===== config.mk =====
export PLATFORM = sky130hd
export DESIGN_NAME = pac_regs
export DESIGN_NICKNAME = d
export VERILOG_FILES = /design/src/hw/pac_pkg.sv /design/src/hw/pac_regs.sv
export VERILOG_INCLUDE_DIRS = /design/src /design/src/hw
export SDC_FILE = /design/constraint.sdc
export NUM_CORES = 1
export LEC_CHECK = 0
export ABC_AREA = 1
export BUFFER_PORTS_ARGS = -buffer_cell sky130_fd_sc_hd__buf_2
export CORE_UTILIZATION = 49
export CTS_CLUSTER_SIZE = 25
export DETAILED_ROUTE_END_ITERATION = 16
export PLACE_DENSITY = 0.8
export SYNTH_ARGS = -nofsm -noshare
export SYNTH_HDL_FRONTEND = slang
export SYNTH_SLANG_ARGS = --single-unit

===== constraint.sdc =====
create_clock -name core_clk -period 1.9 [get_ports core_clk]
set_input_delay 0.19 -clock core_clk [delete_from_list [all_inputs] [get_ports core_clk]]
set_output_delay 0.19 -clock core_clk [all_outputs]
set_load 0.01 [all_outputs]

===== src/hw/pac_defines.svh =====
// Register map, field positions and reset values of the pulse accumulator block
`ifndef PAC_DEFINES_SVH
`define PAC_DEFINES_SVH

// ****************************************************************
// Register byte addresses
// ****************************************************************
`define PAC_ADDR_CHAN0      8'h00
`define PAC_ADDR_CHAN_LAST  8'h1C
`define PAC_ADDR_ACC_CTL    8'h20
`define PAC_ADDR_DIR_SEL    8'h24
`define PAC_ADDR_ACC_COUNT  8'h28
`define PAC_ADDR_ACC_FLAGS  8'h2C
`define PAC_ADDR_W          8

// ****************************************************************
// Field positions and widths
// ****************************************************************
`define PAC_CTL_W           7
`define PAC_FLAG_OVF_BIT    1
`define PAC_FLAG_IN_BIT     0
`define PAC_CHAN_N          8
`define PAC_CHAN_IDX_LSB    2
`define PAC_ACC_PIN_CHAN    7

// ****************************************************************
// Reset values and constants
// ****************************************************************
`define PAC_CHAN_RST        16'h0000
`define PAC_CTL_RST         7'h00
`define PAC_DIR_RST         8'h00
`define PAC_COUNT_RST       16'h0000
`define PAC_COUNT_MAX       16'hFFFF
`define PAC_DIV256_MASK     16'h00FF
`define PAC_CLK_PRESC       2'h0
`define PAC_CLK_ACC         2'h1
`define PAC_CLK_ACC256      2'h2
`define PAC_CLK_ACC64K      2'h3
`define PAC_RESP_OKAY       2'h0
`define PAC_RESP_SLVERR     2'h2

`endif


===== src/hw/pac_pkg.sv =====
// Types shared by the pulse accumulator block
package pac_pkg;
   `include "pac_defines.svh"

   // Control register layout, bit 6 down to bit 0
   typedef struct packed {
      logic       accumulatorEnable;
      logic       accumulatorMode;
      logic       accumulatorEdgeSelect;
      logic [1:0] clockSelect;
      logic       accumulatorOverflowIrqEnable;
      logic       accumulatorInputIrqEnable;
   } pac_ctl_t;

   // Signals arriving from the timer core around this block
   typedef struct packed {
      logic        timerEnableBit;
      logic        prescTick;
      logic        presc64Tick;
      logic [15:0] freeCount;
   } pac_timer_t;

   // Register selected by an address
   typedef enum logic [2:0] {
      PAC_SEL_CHAN,
      PAC_SEL_CTL,
      PAC_SEL_DIR,
      PAC_SEL_COUNT,
      PAC_SEL_FLAGS,
      PAC_SEL_NONE
   } pac_sel_t;
endpackage : pac_pkg


===== src/hw/pac_regs.sv =====
// Channel value registers and pulse accumulator control with an AXI4-Lite slave
//
// Contract
// - capture counter on edge, else hold compare
// - value writes only land in compare mode
// - reset clears all channel value registers
// - bit 6 enables accumulator, independent of timer
// - accumulator input is channel 7 pin
// - bit 5 selects event or gated mode
// - event mode bit 4 picks falling/rising edge
// - gated edge 0: high passes tick, fall flags
// - gated edge 1: low passes tick, rise flags
// - bits 3:2 choose timer counter clock source
// - bit 1 enables overflow interrupt request
// - bit 0 enables input edge interrupt request
// - no divide-by-64 tick while timer disabled
// - accumulator disabled forces prescaler counter clock
// - clock select change takes effect immediately
// - control register at 0x20 always read/write
// - overflow flag set on count wrap to zero
// - pin synchronised to bus clock before counting
//
// The AXI4-Lite register port is this design's own decision.
`timescale 1ns/1ps

module pac_regs
   import pac_pkg::*;
(
   input  wire logic                     core_clk,
   input  wire logic                     rst_b,
   // AXI4-Lite slave
   input  wire logic [`PAC_ADDR_W-1:0]   s_axi_awaddr,
   input  wire logic                     s_axi_awvalid,
   output logic                          s_axi_awready,
   input  wire logic [31:0]              s_axi_wdata,
   input  wire logic [3:0]               s_axi_wstrb,
   input  wire logic                     s_axi_wvalid,
   output logic                          s_axi_wready,
   output logic [1:0]                    s_axi_bresp,
   output logic                          s_axi_bvalid,
   input  wire logic                     s_axi_bready,
   input  wire logic [`PAC_ADDR_W-1:0]   s_axi_araddr,
   input  wire logic                     s_axi_arvalid,
   output logic                          s_axi_arready,
   output logic [31:0]                   s_axi_rdata,
   output logic [1:0]                    s_axi_rresp,
   output logic                          s_axi_rvalid,
   input  wire logic                     s_axi_rready,
   // Timer core side
   input  wire pac_timer_t               timerIn,
   input  wire logic [`PAC_CHAN_N-1:0]   channelPin,
   output logic                          counterClkTick,
   output logic                          accumulatorClock,
   output logic                          accOverflowIrq,
   output logic                          accInputIrq
);

   // ****************************************************************
   // Address decode
   // ****************************************************************
   function automatic pac_sel_t addrDecode(input logic [`PAC_ADDR_W-1:0] addr);
      pac_sel_t sel;
      sel = PAC_SEL_NONE;
      if (addr[1:0] == 2'h0) begin
         if (addr <= `PAC_ADDR_CHAN_LAST) begin
            sel = PAC_SEL_CHAN;
         end else if (addr == `PAC_ADDR_ACC_CTL) begin
            sel = PAC_SEL_CTL;
         end else if (addr == `PAC_ADDR_DIR_SEL) begin
            sel = PAC_SEL_DIR;
         end else if (addr == `PAC_ADDR_ACC_COUNT) begin
            sel = PAC_SEL_COUNT;
         end else if (addr == `PAC_ADDR_ACC_FLAGS) begin
            sel = PAC_SEL_FLAGS;
         end
      end
      return sel;
   endfunction : addrDecode

   // ****************************************************************
   // Register state
   // ****************************************************************
   logic [15:0]             chanVal_r [`PAC_CHAN_N];
   pac_ctl_t                accCtl_r;
   logic [`PAC_CHAN_N-1:0]  channelDirectionSelect_r;
   logic [15:0]             accCount_r;
   logic [15:0]             divCount_r;
   logic                    ovfFlag_r;
   logic                    inFlag_r;
   logic [`PAC_CHAN_N-1:0]  pinMeta_r;
   logic [`PAC_CHAN_N-1:0]  pinSync_r;
   logic [`PAC_CHAN_N-1:0]  pinPrev_r;
   logic [`PAC_ADDR_W-1:0]  awAddr_r;
   logic                    awHeld_r;
   logic [31:0]             wData_r;
   logic [3:0]              wStrb_r;
   logic                    wHeld_r;

   // ****************************************************************
   // AXI4-Lite write channel
   // ****************************************************************
   logic     wrFire;
   pac_sel_t wrSel;
   logic [2:0] wrChan;

   // Address and data are taken in either order and held until both are in
   assign s_axi_awready = !awHeld_r && !s_axi_bvalid;
   assign s_axi_wready  = !wHeld_r && !s_axi_bvalid;
   assign wrFire        = awHeld_r && wHeld_r;
   assign wrSel         = addrDecode(awAddr_r);
   assign wrChan        = awAddr_r[`PAC_CHAN_IDX_LSB +: 3];

   always_ff @(posedge core_clk) begin
      if (!rst_b) begin
         awHeld_r <= 1'b0;
         awAddr_r <= '0;
      end else if (s_axi_awvalid && s_axi_awready) begin
         awHeld_r <= 1'b1;
         awAddr_r <= s_axi_awaddr;
      end else if (wrFire) begin
         awHeld_r <= 1'b0;
      end
   end

   always_ff @(posedge core_clk) begin
      if (!rst_b) begin
         wHeld_r <= 1'b0;
         wData_r <= '0;
         wStrb_r <= '0;
      end else if (s_axi_wvalid && s_axi_wready) begin
         wHeld_r <= 1'b1;
         wData_r <= s_axi_wdata;
         wStrb_r <= s_axi_wstrb;
      end else if (wrFire) begin
         wHeld_r <= 1'b0;
      end
   end

   // Response one cycle after both halves are held; unmapped gives SLVERR
   always_ff @(posedge core_clk) begin
      if (!rst_b) begin
         s_axi_bvalid <= 1'b0;
         s_axi_bresp  <= `PAC_RESP_OKAY;
      end else if (wrFire) begin
         s_axi_bvalid <= 1'b1;
         s_axi_bresp  <= (wrSel == PAC_SEL_NONE) ? `PAC_RESP_SLVERR : `PAC_RESP_OKAY;
      end else if (s_axi_bready) begin
         s_axi_bvalid <= 1'b0;
      end
   end

   // ****************************************************************
   // Pin synchronisers and edge detection
   // ****************************************************************
   logic [`PAC_CHAN_N-1:0] pinRise;
   logic [`PAC_CHAN_N-1:0] pinFall;

   // Two flops before use; a pulse must be present at a rising clock edge to be seen
   always_ff @(posedge core_clk) begin
      if (!rst_b) begin
         pinMeta_r <= '0;
         pinSync_r <= '0;
         pinPrev_r <= '0;
      end else begin
         pinMeta_r <= channelPin;
         pinSync_r <= pinMeta_r;
         pinPrev_r <= pinSync_r;
      end
   end

   assign pinRise = pinSync_r & ~pinPrev_r;
   assign pinFall = ~pinSync_r & pinPrev_r;

   // ****************************************************************
   // Channel value registers
   // ****************************************************************
   // Capture uses rising edges; the per-channel edge control lives elsewhere
   genvar gi;
   generate
      for (gi = 0; gi < `PAC_CHAN_N; gi++) begin : gChan
         always_ff @(posedge core_clk) begin
            if (!rst_b) begin
               chanVal_r[gi] <= `PAC_CHAN_RST;
            end else if (!channelDirectionSelect_r[gi]) begin
               if (pinRise[gi]) begin
                  chanVal_r[gi] <= timerIn.freeCount;
               end
            end else if (wrFire && wrSel == PAC_SEL_CHAN && wrChan == 3'(gi)) begin
               // Byte lanes let a host write high then low byte
               if (wStrb_r[1]) begin
                  chanVal_r[gi][15:8] <= wData_r[15:8];
               end
               if (wStrb_r[0]) begin
                  chanVal_r[gi][7:0] <= wData_r[7:0];
               end
            end
         end
      end
   endgenerate

   // ****************************************************************
   // Control and direction registers
   // ****************************************************************
   // Bit 7 is not stored at all, so it cannot be set
   always_ff @(posedge core_clk) begin
      if (!rst_b) begin
         accCtl_r <= `PAC_CTL_RST;
      end else if (wrFire && wrSel == PAC_SEL_CTL && wStrb_r[0]) begin
         accCtl_r <= wData_r[`PAC_CTL_W-1:0];
      end
   end

   always_ff @(posedge core_clk) begin
      if (!rst_b) begin
         channelDirectionSelect_r <= `PAC_DIR_RST;
      end else if (wrFire && wrSel == PAC_SEL_DIR && wStrb_r[0]) begin
         channelDirectionSelect_r <= wData_r[`PAC_CHAN_N-1:0];
      end
   end

   // ****************************************************************
   // Accumulator clock and edge flag sources
   // ****************************************************************
   logic accPin;
   logic accEdge;
   logic gateOpen;
   logic flagEdge;

   assign accPin  = pinSync_r[`PAC_ACC_PIN_CHAN];
   // The selected edge counts; the same edge ends an active gate level
   assign accEdge = accCtl_r.accumulatorEdgeSelect ? pinRise[`PAC_ACC_PIN_CHAN]
                                                   : pinFall[`PAC_ACC_PIN_CHAN];
   assign flagEdge = accCtl_r.accumulatorEnable && accEdge;
   // Gate level: high for edge 0, low for edge 1
   assign gateOpen = accCtl_r.accumulatorEdgeSelect ? !accPin : accPin;

   // Event mode runs without the timer; gated mode needs the divide-by-64 tick and the timer enable
   always_comb begin
      accumulatorClock = 1'b0;
      if (accCtl_r.accumulatorEnable) begin
         if (accCtl_r.accumulatorMode) begin
            accumulatorClock = gateOpen && timerIn.presc64Tick
                               && timerIn.timerEnableBit;
         end else begin
            accumulatorClock = accEdge;
         end
      end
   end

   // ****************************************************************
   // Accumulator count and flags
   // ****************************************************************
   logic countWrite;
   logic flagClearOk;

   assign countWrite  = wrFire && wrSel == PAC_SEL_COUNT;
   // Flags clear only while the timer runs
   assign flagClearOk = wrFire && wrSel == PAC_SEL_FLAGS && wStrb_r[0]
                        && timerIn.timerEnableBit;

   always_ff @(posedge core_clk) begin
      if (!rst_b) begin
         accCount_r <= `PAC_COUNT_RST;
      end else if (countWrite) begin
         accCount_r <= wData_r[15:0];
      end else if (accumulatorClock) begin
         accCount_r <= accCount_r + 16'h0001;
      end
   end

   // Set wins over a clear in the same cycle
   always_ff @(posedge core_clk) begin
      if (!rst_b) begin
         ovfFlag_r <= 1'b0;
      end else if (accumulatorClock && !countWrite && accCount_r == `PAC_COUNT_MAX) begin
         ovfFlag_r <= 1'b1;
      end else if (flagClearOk && wData_r[`PAC_FLAG_OVF_BIT]) begin
         ovfFlag_r <= 1'b0;
      end
   end

   always_ff @(posedge core_clk) begin
      if (!rst_b) begin
         inFlag_r <= 1'b0;
      end else if (flagEdge) begin
         inFlag_r <= 1'b1;
      end else if (flagClearOk && wData_r[`PAC_FLAG_IN_BIT]) begin
         inFlag_r <= 1'b0;
      end
   end

   assign accOverflowIrq = ovfFlag_r && accCtl_r.accumulatorOverflowIrqEnable;
   assign accInputIrq    = inFlag_r && accCtl_r.accumulatorInputIrqEnable;

   // ****************************************************************
   // Timer counter clock select
   // ****************************************************************
   // Own divider so a count write does not disturb the divided clocks
   always_ff @(posedge core_clk) begin
      if (!rst_b) begin
         divCount_r <= `PAC_COUNT_RST;
      end else if (accumulatorClock) begin
         divCount_r <= divCount_r + 16'h0001;
      end
   end

   // Purely combinational so a new selection acts on the next tick
   always_comb begin
      counterClkTick = timerIn.prescTick;
      if (accCtl_r.accumulatorEnable) begin
         case (accCtl_r.clockSelect)
            `PAC_CLK_PRESC:  counterClkTick = timerIn.prescTick;
            `PAC_CLK_ACC:    counterClkTick = accumulatorClock;
            `PAC_CLK_ACC256: counterClkTick = accumulatorClock
                             && (divCount_r & `PAC_DIV256_MASK) == `PAC_DIV256_MASK;
            `PAC_CLK_ACC64K: counterClkTick = accumulatorClock
                             && divCount_r == `PAC_COUNT_MAX;
            default:         counterClkTick = timerIn.prescTick;
         endcase
      end
   end

   // ****************************************************************
   // AXI4-Lite read channel
   // ****************************************************************
   pac_sel_t rdSel;
   logic [31:0] rdWord;

   assign s_axi_arready = !s_axi_rvalid;
   assign rdSel         = addrDecode(s_axi_araddr);

   // Unused upper bits read as zero
   always_comb begin
      rdWord = '0;
      case (rdSel)
         PAC_SEL_CHAN:  rdWord[15:0] = chanVal_r[s_axi_araddr[`PAC_CHAN_IDX_LSB +: 3]];
         PAC_SEL_CTL:   rdWord[`PAC_CTL_W-1:0] = accCtl_r;
         PAC_SEL_DIR:   rdWord[`PAC_CHAN_N-1:0] = channelDirectionSelect_r;
         PAC_SEL_COUNT: rdWord[15:0] = accCount_r;
         PAC_SEL_FLAGS: rdWord[1:0] = {ovfFlag_r, inFlag_r};
         default:       rdWord = '0;
      endcase
   end

   always_ff @(posedge core_clk) begin
      if (!rst_b) begin
         s_axi_rvalid <= 1'b0;
         s_axi_rdata  <= '0;
         s_axi_rresp  <= `PAC_RESP_OKAY;
      end else if (s_axi_arvalid && s_axi_arready) begin
         s_axi_rvalid <= 1'b1;
         s_axi_rdata  <= rdWord;
         s_axi_rresp  <= (rdSel == PAC_SEL_NONE) ? `PAC_RESP_SLVERR : `PAC_RESP_OKAY;
      end else if (s_axi_rready) begin
         s_axi_rvalid <= 1'b0;
      end
   end

endmodule : pac_regs


==> key figures, run 1 <==
Die
  – Core outline area: about 0.025 mm²
  – Die X: roughly 160 µm
  – Cell row count: 58
  – Initial Utilization: 50.5%
  – I/O pin count: about 130
  – Die ar.: 0.0268 mm²
  – Die H: between 150 and 200 µm

Power
  – Power Density: 783 mW/mm²
  – Psw: 3350 µW
  – Clk pwr share: a little over two fifths
  – Flop pwr share: 46.6%
  – Pint: 9760 µW
  – Switching portion of total power: 25.6%
  – Tot Pwr: 13100 µW
  – Comb pwr share: 11.5%
  – Peak VDD IR: 0.709 mV
  – Leakage power: 0.00714 µW

Synthesis
  – Commonest cells post-synth: 537 x nand2_1, 165 x inv_1, 128 x edfxtp_1
  – Synth cell types: 42
  – Yosys top cell area share: 30.0%
  – Asr flop ratio synth: 0%
  – Syn avg cell area: 7.67 µm²
  – Seq cells post-synth: 249
  – EDFF count, synth: 128
  – Area contributors post-synth: edfxtp_1 30%, dfxtp_1 19%, nand2_1 16%
  – Post-synth top flop: edfxtp_1
  – Synth warnings: 0
  – Synth Cell Area: between 0.01 and 0.015 mm²
  – Most frequent cell after synthesis: nand2_1
  – Top cell type by total area after synthesis: edfxtp_1
  – Register area share after synthesis: 48.8%
  – Syn Inst Count: ~1700

Detailed routing
  – DR iter-0 viols: between 1500 and 2000
  – Final WL: about 43000 µm
  – Vias per cell: 5.88
  – Drt first pass iters: 9
  – WL/cell: 19.5 µm
  – Routed Antenna Nets: 0
  – DR vias: 13048
  – Post-route DRC: 0

Final layout
  – Layout Cell Area excl Fill: 0.0167 mm²
  – Final nets: 1958
  – Multi-input gate area: approximately 0.0061 mm²
  – Fillcell total: 1835
  – FF/Latch Area: 0.00630 mm²
  – Post-Layout Cell Count: 2220
  – Antenna fix cells: 0
  – Synthesis-to-finish area growth: 30.5%
  – Layout cells sized above 1: 21.5%

Setup path
  – Crit path DAT: 2370 ps
  – RR Startpoint: awAddr_r[4]
  – Worst Path Max Fanout: 8
  – Crit. End Element: flop
  – Worst path max stage delay: 330 ps
  – Most frequent CP cell: nand3_4
  – FF-to-FF End: chanVal_r[7][11]
  – Crit-path leading delay family: simple AND/OR/NAND/NOR gates
  – Worst setup path class: flop to flop
  – Crit path cell chain: inv_4, nand2_4, nor2_8, buf_12, nand3_4, nand3_4, nand3_4, buf_6, nor3_4, buf_12, nand3_4, nand2_8
  – CP bufs+invs: 4
  – CP Launch Type: flop
  – Depth of the most critical reg-to-reg path: 12
  – Slowest cell on crit path: dfxtp_2
  – Crit path required time: 2140 ps
  – Flop2flop setup slack: -220 ps

STA
  – TNS Setup: -34170 ps
  – Clk_skew: 23.6 ps
  – Finish-stage setup viols: 274
  – Measured slew at the worst slew-check pin: 1220 ps
  – Final hold viol count: 0
  – Final period util: 112%
  – RSZ-0062 raised after global routing: yes
  – Final Max Tran Viols: 0
  – Fmax: ~470 MHz
  – Slew headroom: a little under a fifth
  – Final min period: approximately 2100 ps
  – Setup WS post-layout: -222 ps

Worst hold path
  – Hold Path Class: primary input to flop
  – Worst Min Path Start: s_axi_awaddr[4]
  – Hold Crit Depth: 3
  – Hold Path End: awAddr_r[4]

CTS
  – Clk root buf: clkbuf_16
  – CTS Buf Count: 26
  – TritonCTS clock tree: done
  – Clk_lat worst skew: about 560 ps
  – Worst-case clock buffer depth: 3
  – # clock sinks: 249
  – Htree depth: 1
  – Clock-pin slew on the worst setup and hold paths: around 60 ps

Place
  – Placement Setup Slack: -175 ps
  – DP HPWL: approximately 28000 µm
  – Routability cong.: 0.955
  – I/O Buffers: 94
  – Placement-stage cell area: between 0.01 and 0.015 mm²
  – Inst Count DP: 2092

GRT
  – Initial antenna violation count: 0
  – Largest net degree at the start of global routing: 69
  – Total track usage: between 30% and 40%
  – Aggregate global routing overflow: 0
  – Number of global-route vias before repair: approximately 13000
  – First-pass GRT wire length: around 66000 µm

Outcome
  – Violated checks: setup timing
  – Status: finished, violations left

Job
  – # Max-Cap Violations: 0
area by class of cell:
type | instances | area share, %
sequential | 249 | 37.6
clock inverter | 11 | 0.822
multi-input combinational | 1151 | 36.4
tap | 330 | 2.47
clock buffer | 37 | 4.75
timing repair buffer | 272 | 14.1
inverter | 170 | 3.84
layer usage:
layer | up-vias | global-route usage, % | part of all wire [%]
li1 | 5906 | - | -
met1 | 5960 | 39.1 | 34
met2 | 957 | 53.9 | 48
met3 | 225 | 4.82 | 12
met4 | 0 | 16.4 | 5.7
met5 | - | 0 | 0
through the flow:
stage	hold WS, ps	utilization, %
after global routing	79.6	65.9
after CTS	23.4	64.8
final	43.8	65.9
after global placement	380	55.8
after detailed placement	381	55.8
after floorplan	288	-
power by group through the flow:
stage	clock network (µW)	logic, µW	registers (µW)
floorplan	0	763	6110
global placement	0	1180	6190
detailed placement	0	1200	6200
CTS	5490	1400	6090
global route	5660	1620	6120
finish	5500	1510	6110
sequential cells by signal, indices dropped and copies added (netlist names), 2 cells and up:
name                      cells
chanVal_r                   128
wStrb_r                       2
channelDirectionSelect_r      8
pinSync_r                     8
accCount_r                   16
accCtl_r                      7
divCount_r                   16
awAddr_r                      8
pinMeta_r                     8
pinPrev_r                     8
wData_r                      16
s_axi_rdata                  16
worst max path at each step:
stage,startpoint,to,cells after the start
4_1_cts,pinSync_r[7],counterClkTick,11
3_3_place_gp,awAddr_r[0],accCount_r[14],10
3_5_place_dp,awAddr_r[2],accCount_r[10],10
6_report,awAddr_r[4],chanVal_r[7][11],12
2_1_floorplan,awAddr_r[1],chanVal_r[6][0],10
5_1_grt,awAddr_r[4],chanVal_r[4][8],11
placed cells by master, fill, tap and decap left out, drive strengths merged, types with 3 or more instances in the layout:
cell type / instances
edfxtp: 128
clkbuf: 38
o21ai: 106
nor2: 109
bufinv: 3
nand3: 84
a21oi: 100
xnor2: 9
dlygate4sd3: 36
clkinv: 9
conb: 18
nor3: 30
dfxtp: 121
a31oi: 8
o221ai: 15
inv: 167
buf: 234
nand4: 103
nand2: 541
xor2: 13
logic make-up (layout without fill, tap and decap cells):
| kind of cell | Yosys count | after routing | synth area share (%) |
|---|---|---|---|
| xor+xnor | 22 | 22 | 1.50 |
| other cells | 1 | 18 | 0.0292 |
| mux | 2 | 2 | 0.156 |
| compound gates | 231 | 231 | 9.57 |
| flops | 249 | 249 | 48.8 |
| fa+ha+maj | 2 | 2 | 0.195 |
| simple gates | 876 | 876 | 30.2 |
| buf+inv | 289 | 490 | 9.51 |
tightest hold or removal path: cells and delay by family:
family / cells / cell delay, ps
AOI/OAI and AO/OA: 2 / 280
buffers and inverters: 1 / 70
repair_timing:
action / CTS / global route
cloned: 8 / 1
pin swaps: 33 / 41
hold endpoints to repair: 36 / 0
resized for setup: 179 / 71
buffers inserted: 33 / 12
endpoints found under the setup margin: 233 / 279
hold buffers: 36 / 0
(Power assumes the default switching activity.)
==> inputs of run 2 (changes only) <==
==> constraint.sdc (replaced) <==
create_clock -name core_clk -period 1.9 [get_ports core_clk]
set_input_delay 0 -clock core_clk [delete_from_list [all_inputs] [get_ports core_clk]]
set_output_delay 0 -clock core_clk [all_outputs]
set_load 0.01 [all_outputs]
==> run 2 against run 1 <==
  * The run still ends with setup timing left
  * Design area shrank 2.1%
  * Via count is 1.8% lower
  * Sequential cell count unchanged
  * Combinational power barely moved
  * Setup slack better by 150 ps
  * Power decreased by 1.7%
  * Core utilization decreased by 1.4 points
  * Non-clock buffer count grew 5
  * Hold slack lost 5.1 ps
  * Clock-buffer cell count grew 3
==> key figures, run 2 (synthesis results as in run 1) <==
Final layout
  – Largest Register: chanVal_r
  – Post-Layout Cell Count: 2226 (+0.27%)
  – Most frequent cells in the layout: 516 x nand2_1, 156 x inv_1, 128 x edfxtp_1
  – Synthesis-to-finish area growth: 27.7%
  – Commonest non-fill, non-tap cell in the layout: nand2_1
  – Number of flip-flops in the largest register: 128 (unchanged)
  – Final nets: 1963 (+0.26%)
  – Layout cells sized above 1: 18.8% (-2.7 points)
  – Layout Cell Area excl Fill: 0.0164 mm² (-2.1%)

Place
  – Placement Setup Slack: -49.8 ps (+125 ps)
  – Inst Count DP: 2082 (-0.48%)
  – Routability cong.: 0.928 (-2.8%)
  – Placement-stage cell area: 0.0141 mm² (-0.71%)
  – DP HPWL: 28400 µm (+1.8%)
  – I/O Buffers: 94 (unchanged)

Setup path
  – Crit path required time: 2250 ps (+110 ps)
  – CP Launch Type: flop
  – Worst Path Max Fanout: 8 (unchanged)
  – Crit. End Element: flop
  – Worst setup path class: flop to flop
  – Crit path DAT: 2320 ps (-50 ps)

GRT
  – First-pass GRT wire length: 63500 µm (-4.0%)
  – Total track usage: 30.6% (-1.2 points)
  – Largest net degree at the start of global routing: 46 (-33%)
  – Aggregate global routing overflow: 0 (unchanged)
  – Number of global-route vias before repair: 12056 (-3.7%)
  – Initial antenna violation count: 0 (unchanged)

Detailed routing
  – Routed Antenna Nets: 0 (unchanged)
  – DR iter-0 viols: 1578 (-20%)
  – Vias per cell: 5.76 (-2.0%)
  – Final WL: 41900 µm (-3.5%)
  – Drt first pass iters: 7 (-2)
  – WL/cell: 18.8 µm (-3.8%)
  – Post-route DRC: 0 (unchanged)
  – DR vias: 12816 (-1.8%)

STA
  – Final min period: 1970 ps (-152 ps)
  – Setup WS post-layout: -70.6 ps (+152 ps)
  – Finish-stage setup viols: 33 (-88%)
  – Measured slew at the worst slew-check pin: 1070 ps (-148 ps)
  – Final hold viol count: 0 (unchanged)
  – Hold WS: 38.7 ps (-5.14 ps)
  – Final period util: 104% (-8.0 points)
  – Slew headroom: 28.2% (+9.9 points)
  – RSZ-0062 raised after global routing: yes
  – Final Max Tran Viols: 0 (unchanged)
  – Fmax: 507 MHz (+7.7%)
  – Clk_skew: 16.6 ps (-6.95 ps)

Outcome
  – Violated checks: setup timing
  – Status: finished, violations left

Power
  – Peak VDD IR: 0.836 mV (+18%)
  – Power Density: 786 mW/mm² (+0.40%)
  – Tot Pwr: 12900 µW (-1.7%)
  – Leakage power: 0.00694 µW (-2.7%)

CTS
  – # clock sinks: 249 (unchanged)
  – Worst-case clock buffer depth: 3 (unchanged)
  – Clk_lat worst skew: 540 ps (-20 ps)
  – Clock-pin slew on the worst setup and hold paths: 60 ps (about the same)
  – Htree depth: 1 (unchanged)
  – TritonCTS clock tree: done
  – Clk root buf: clkbuf_16
  – CTS Buf Count: 26 (unchanged)

Die
  – I/O pin count: 131 (unchanged)
  – Die X: 164 µm (unchanged)
  – Core outline area: 0.0254 mm² (unchanged)
  – Die H: 164 µm (unchanged)
  – Initial Utilization: 50.5% (unchanged)
  – Cell row count: 58 (unchanged)
  – Die ar.: 0.0268 mm² (unchanged)

Worst hold path
  – Hold Path Class: primary input to flop

Job
  – # Max-Cap Violations: 0 (unchanged)
==> run 2: changes by cell type in the layout (fill, tap and decap cells not counted), sizes merged <==
| cell | change |
|---|---|
| clkinv | -1 |
| bufinv | -1 |
| buf | -34 |
| diode | +1 |
| dlygate4sd3 | +40 |
| clkbuf | +3 |
| inv | -1 |
| bufbuf | -1 |
==> run 2: timing repair <==
| item | 4_1_cts | 5_1_grt |
|---|---|---|
| hold endpoints to repair | 183 | 6 |
| resized for setup | 43 | 114 |
| cloned | 0 | 1 |
| pin swaps | 10 | 21 |
| buffers inserted | 9 | 13 |
| hold buffers | 75 | 2 |
| setup endpoints to repair | 148 | 283 |
==> run 2: worst max-delay path: stages (launching register included) <==
cell	delay [ps]
dfxtp_2	340
inv_4	60
nand2_4	60
nor2_8	150
nand3_4	120
nand3_4	110
nand3_4	130
nor2_4	150
buf_12	160
nand3_4	90
buf_6	170
o21ai_0	240
==> run 2: cell type report <==
type / instances / area, µm²
fill: 1948 / 9010
sequential: 249 / 6300
multi-input combinational: 1151 / 5920
timing repair buffer: 277 / 2200
clock buffer: 40 / 807
inverter: 170 / 647
tap: 330 / 413
clock inverter: 8 / 93.8
antenna: 1 / 2.50
==> run 2: metal layers <==
layer  vias to the layer above  routed length (µm)  global-route usage, %
met5                         -                   0                      0
met4                         0                1860                   13.4
met3                       169                4430                   4.52
met2                       809               20200                   52.2
met1                      5922               15400                   38.4
li1                       5916                   -                      -
==> run 2: where the power goes <==
part	internal (µW)	switching, µW	total, µW
Sequential	5890	159	6050
Clock	3190	2140	5340
Combinational	520	973	1490
Total	9610	3280	12900
==> run 2: stage by stage <==
stage	setup TNS, ps	utilization [%]
global route	-7500	64.5
detailed placement	-2270	55.4
CTS	-1700	62.7
finish	-666	64.5
global placement	-577	55.4
floorplan	-7010	-
==> run 2: worst paths after layout <==
kind	startpoint	endpoint	slack, ps	depth (start not counted)
worst max register to register	awAddr_r[4]	chanVal_r[2][3]	-70	11
worst min-delay path	s_axi_wvalid	wHeld_r	40	4
worst max-delay path	awAddr_r[4]	chanVal_r[2][3]	-70	11
worst min register to register	pinMeta_r[7]	pinSync_r[7]	410	2
==> inputs of run 3 (changes only) <==
PLACE_DENSITY = 0.68   (was 0.8)
==> run 3 against run 2 <==
  * Critical path depth up 3
  * Sequential cell count unchanged
  * Fmax down 0.84%
  * Power up 2.0%
  * Hold slack worse by 60 ps
  * Clock skew up 3.6 ps
  * Design area up 2.4%
  * The run ends with hold timing, setup timing left
  * Highest routed layer unchanged
  * Sequential power about the same
  * Critical path type unchanged
  * Combinational power up 5%
  * Clock-buffer cell count down 5
==> key figures, run 3 (synthesis results as in run 1) <==
Outcome
  – Status: finished, violations left
  – Violated checks: hold timing, setup timing

STA
  – Setup WS post-layout: -87.4 ps (-16.8 ps)
  – Finish-stage setup viols: 120 (+260%)
  – Fmax: 503 MHz (-0.84%)
  – Measured slew at the worst slew-check pin: 1150 ps (+81.6 ps)
  – Final hold viol count: 16 (+16)
  – Clk_skew: 20.3 ps (+3.62 ps)
  – Final period util: 105% (+0.88 points)
  – Hold WS: -21.1 ps (-59.8 ps)
  – Final Max Tran Viols: 0 (unchanged)
  – RSZ-0062 raised after global routing: yes
  – Final min period: 1990 ps (+16.8 ps)
  – Slew headroom: 22.8% (-5.5 points)

Setup path
  – Crit path DAT: 2280 ps (-40 ps)
  – CP Launch Type: flop
  – Worst setup path class: flop to flop
  – Worst Setup EP: chanVal_r[4][3]
  – Crit. End Element: flop
  – Flop2flop setup slack: -90 ps (-20 ps)
  – Crit path required time: 2190 ps (-60 ps)
  – Crit path from: awAddr_r[4]
  – FF-to-FF End: chanVal_r[4][3]
  – Worst Path Max Fanout: 8 (unchanged)
  – RR Startpoint: awAddr_r[4]
  – Depth of the most critical reg-to-reg path: 14 (+3)

Detailed routing
  – Drt first pass iters: 6 (-1)
  – DR vias: 12485 (-2.6%)
  – Final WL: 40300 µm (-3.8%)
  – Routed Antenna Nets: 0 (unchanged)
  – Vias per cell: 5.57 (-3.2%)
  – DR iter-0 viols: 1324 (-16%)
  – WL/cell: 18.0 µm (-4.4%)
  – Post-route DRC: 0 (unchanged)

CTS
  – Clk root buf: clkbuf_16
  – Clock-pin slew on the worst setup and hold paths: 70 ps (about the same)
  – Worst-case clock buffer depth: 3 (unchanged)
  – CTS Buf Count: 28 (+7.7%)
  – Htree depth: 1 (unchanged)
  – # clock sinks: 249 (unchanged)
  – Clk_lat worst skew: 550 ps (about the same)
  – TritonCTS clock tree: done

Place
  – I/O Buffers: 94 (unchanged)
  – DP HPWL: 28400 µm (about the same)
  – Inst Count DP: 2097 (+0.72%)
  – Routability cong.: 0.888 (-4.3%)

Die
  – Core outline area: 0.0254 mm² (unchanged)
  – Cell row count: 58 (unchanged)
  – Initial Utilization: 50.5% (unchanged)
  – Die H: 164 µm (unchanged)
  – I/O pin count: 131 (unchanged)
  – Die X: 164 µm (unchanged)
  – Die ar.: 0.0268 mm² (unchanged)

Final layout
  – Antenna fix cells: 0 (-1)
  – Most frequent cells in the layout: 515 x nand2_1, 157 x inv_1, 128 x edfxtp_1
  – Post-Layout Cell Count: 2241 (+0.67%)
  – Multi-input gate area: 0.00611 mm² (+3.3%)
  – Final nets: 1978 (+0.76%)
  – Largest Register: chanVal_r
  – Synthesis-to-finish area growth: 30.8%
  – Layout cells sized above 1: 21.5% (+2.7 points)
  – FF/Latch Area: 0.00629 mm² (-0.16%)
  – Commonest non-fill, non-tap cell in the layout: nand2_1
  – Number of flip-flops in the largest register: 128 (unchanged)
  – Fillcell total: 2059 (+5.7%)

Power
  – Power Density: 784 mW/mm² (-0.36%)
  – Leakage power: 0.00713 µW (+2.7%)
  – Tot Pwr: 13100 µW (+2.0%)
  – Peak VDD IR: 0.865 mV (+3.5%)

GRT
  – Number of global-route vias before repair: 11491 (-4.7%)
  – Initial antenna violation count: 1 (+1)
  – First-pass GRT wire length: 61600 µm (-3.1%)
  – Aggregate global routing overflow: 0 (unchanged)
  – Total track usage: 29.7% (-0.92 points)
  – Largest net degree at the start of global routing: 42 (-8.7%)

Job
  – # Max-Cap Violations: 0 (unchanged)

Worst hold path
  – Hold Crit Depth: 5 (+1)
  – Hold Path Class: primary input to flop
==> run 3: timing repair <==
item	in CTS	in global routing
setup buffers	21	18
gates resized for setup	74	156
gates cloned	2	3
endpoints found under the hold margin	180	0
setup endpoints to repair	147	272
hold buffers	62	0
pin swaps	9	29
==> run 3: layout make-up <==
class | instances | share of cell area, %
clock buffer | 35 | 4.46
clock inverter | 16 | 1.10
inverter | 170 | 3.84
multi-input combinational | 1151 | 36.4
sequential | 249 | 37.5
tap | 330 | 2.46
timing repair buffer | 290 | 14.2
==> run 3: metal layers <==
| layer | vias to the layer above | part of all wire, % | GRT usage, % | routed length, µm |
|---|---|---|---|---|
| met5 | - | 0 | 0 | 0 |
| met4 | 0 | 2.8 | 10.7 | 1130 |
| met3 | 103 | 9.7 | 5.10 | 3920 |
| met2 | 668 | 47 | 47.9 | 18900 |
| met1 | 5765 | 40 | 39.9 | 16300 |
| li1 | 5949 | - | - | - |
==> run 3: through the flow <==
stage / setup TNS (ps) / utilization [%] / instance area, µm² / worst slack (ps)
after CTS: -7700 / 63.9 / 16200 / -101
final: -4240 / 66.1 / 16800 / -87.4
after detailed placement: -3290 / 56.0 / 14200 / -79.7
after global placement: -1150 / 56.0 / 14200 / -38.1
after global routing: -24620 / 66.1 / 16800 / -171
after floorplan: -7010 / - / 13000 / -104
==> run 3: worst min path at each step <==
stage | start | slack [ps] | to
after floorplan | channelPin[0] | 100 | pinMeta_r[0]
after global placement | channelPin[7] | 180 | pinMeta_r[7]
after detailed placement | channelPin[6] | 190 | pinMeta_r[6]
after CTS | s_axi_wvalid | 10 | wHeld_r
after global routing | s_axi_wvalid | 30 | wData_r[3]
final | s_axi_wvalid | -20 | wHeld_r
==> run 3: worst max-delay path, stage by stage, from the launching register on <==
cell     delay, ps
dfxtp_2        350
inv_4           40
buf_4          140
nor2_4         130
nand2_2         80
nand2_4         90
nand3_4         90
nand3_4        120
buf_12         120
nor3_4          40
buf_12         150
buf_4          140
buf_6          120
nand4_1         70
nand2_1         70
==> run 3: power breakdown <==
group          total, µW  switching, µW  internal [µW]
Sequential          6050            145           5900
Clock               5540           2220           3320
Combinational       1560            988            571
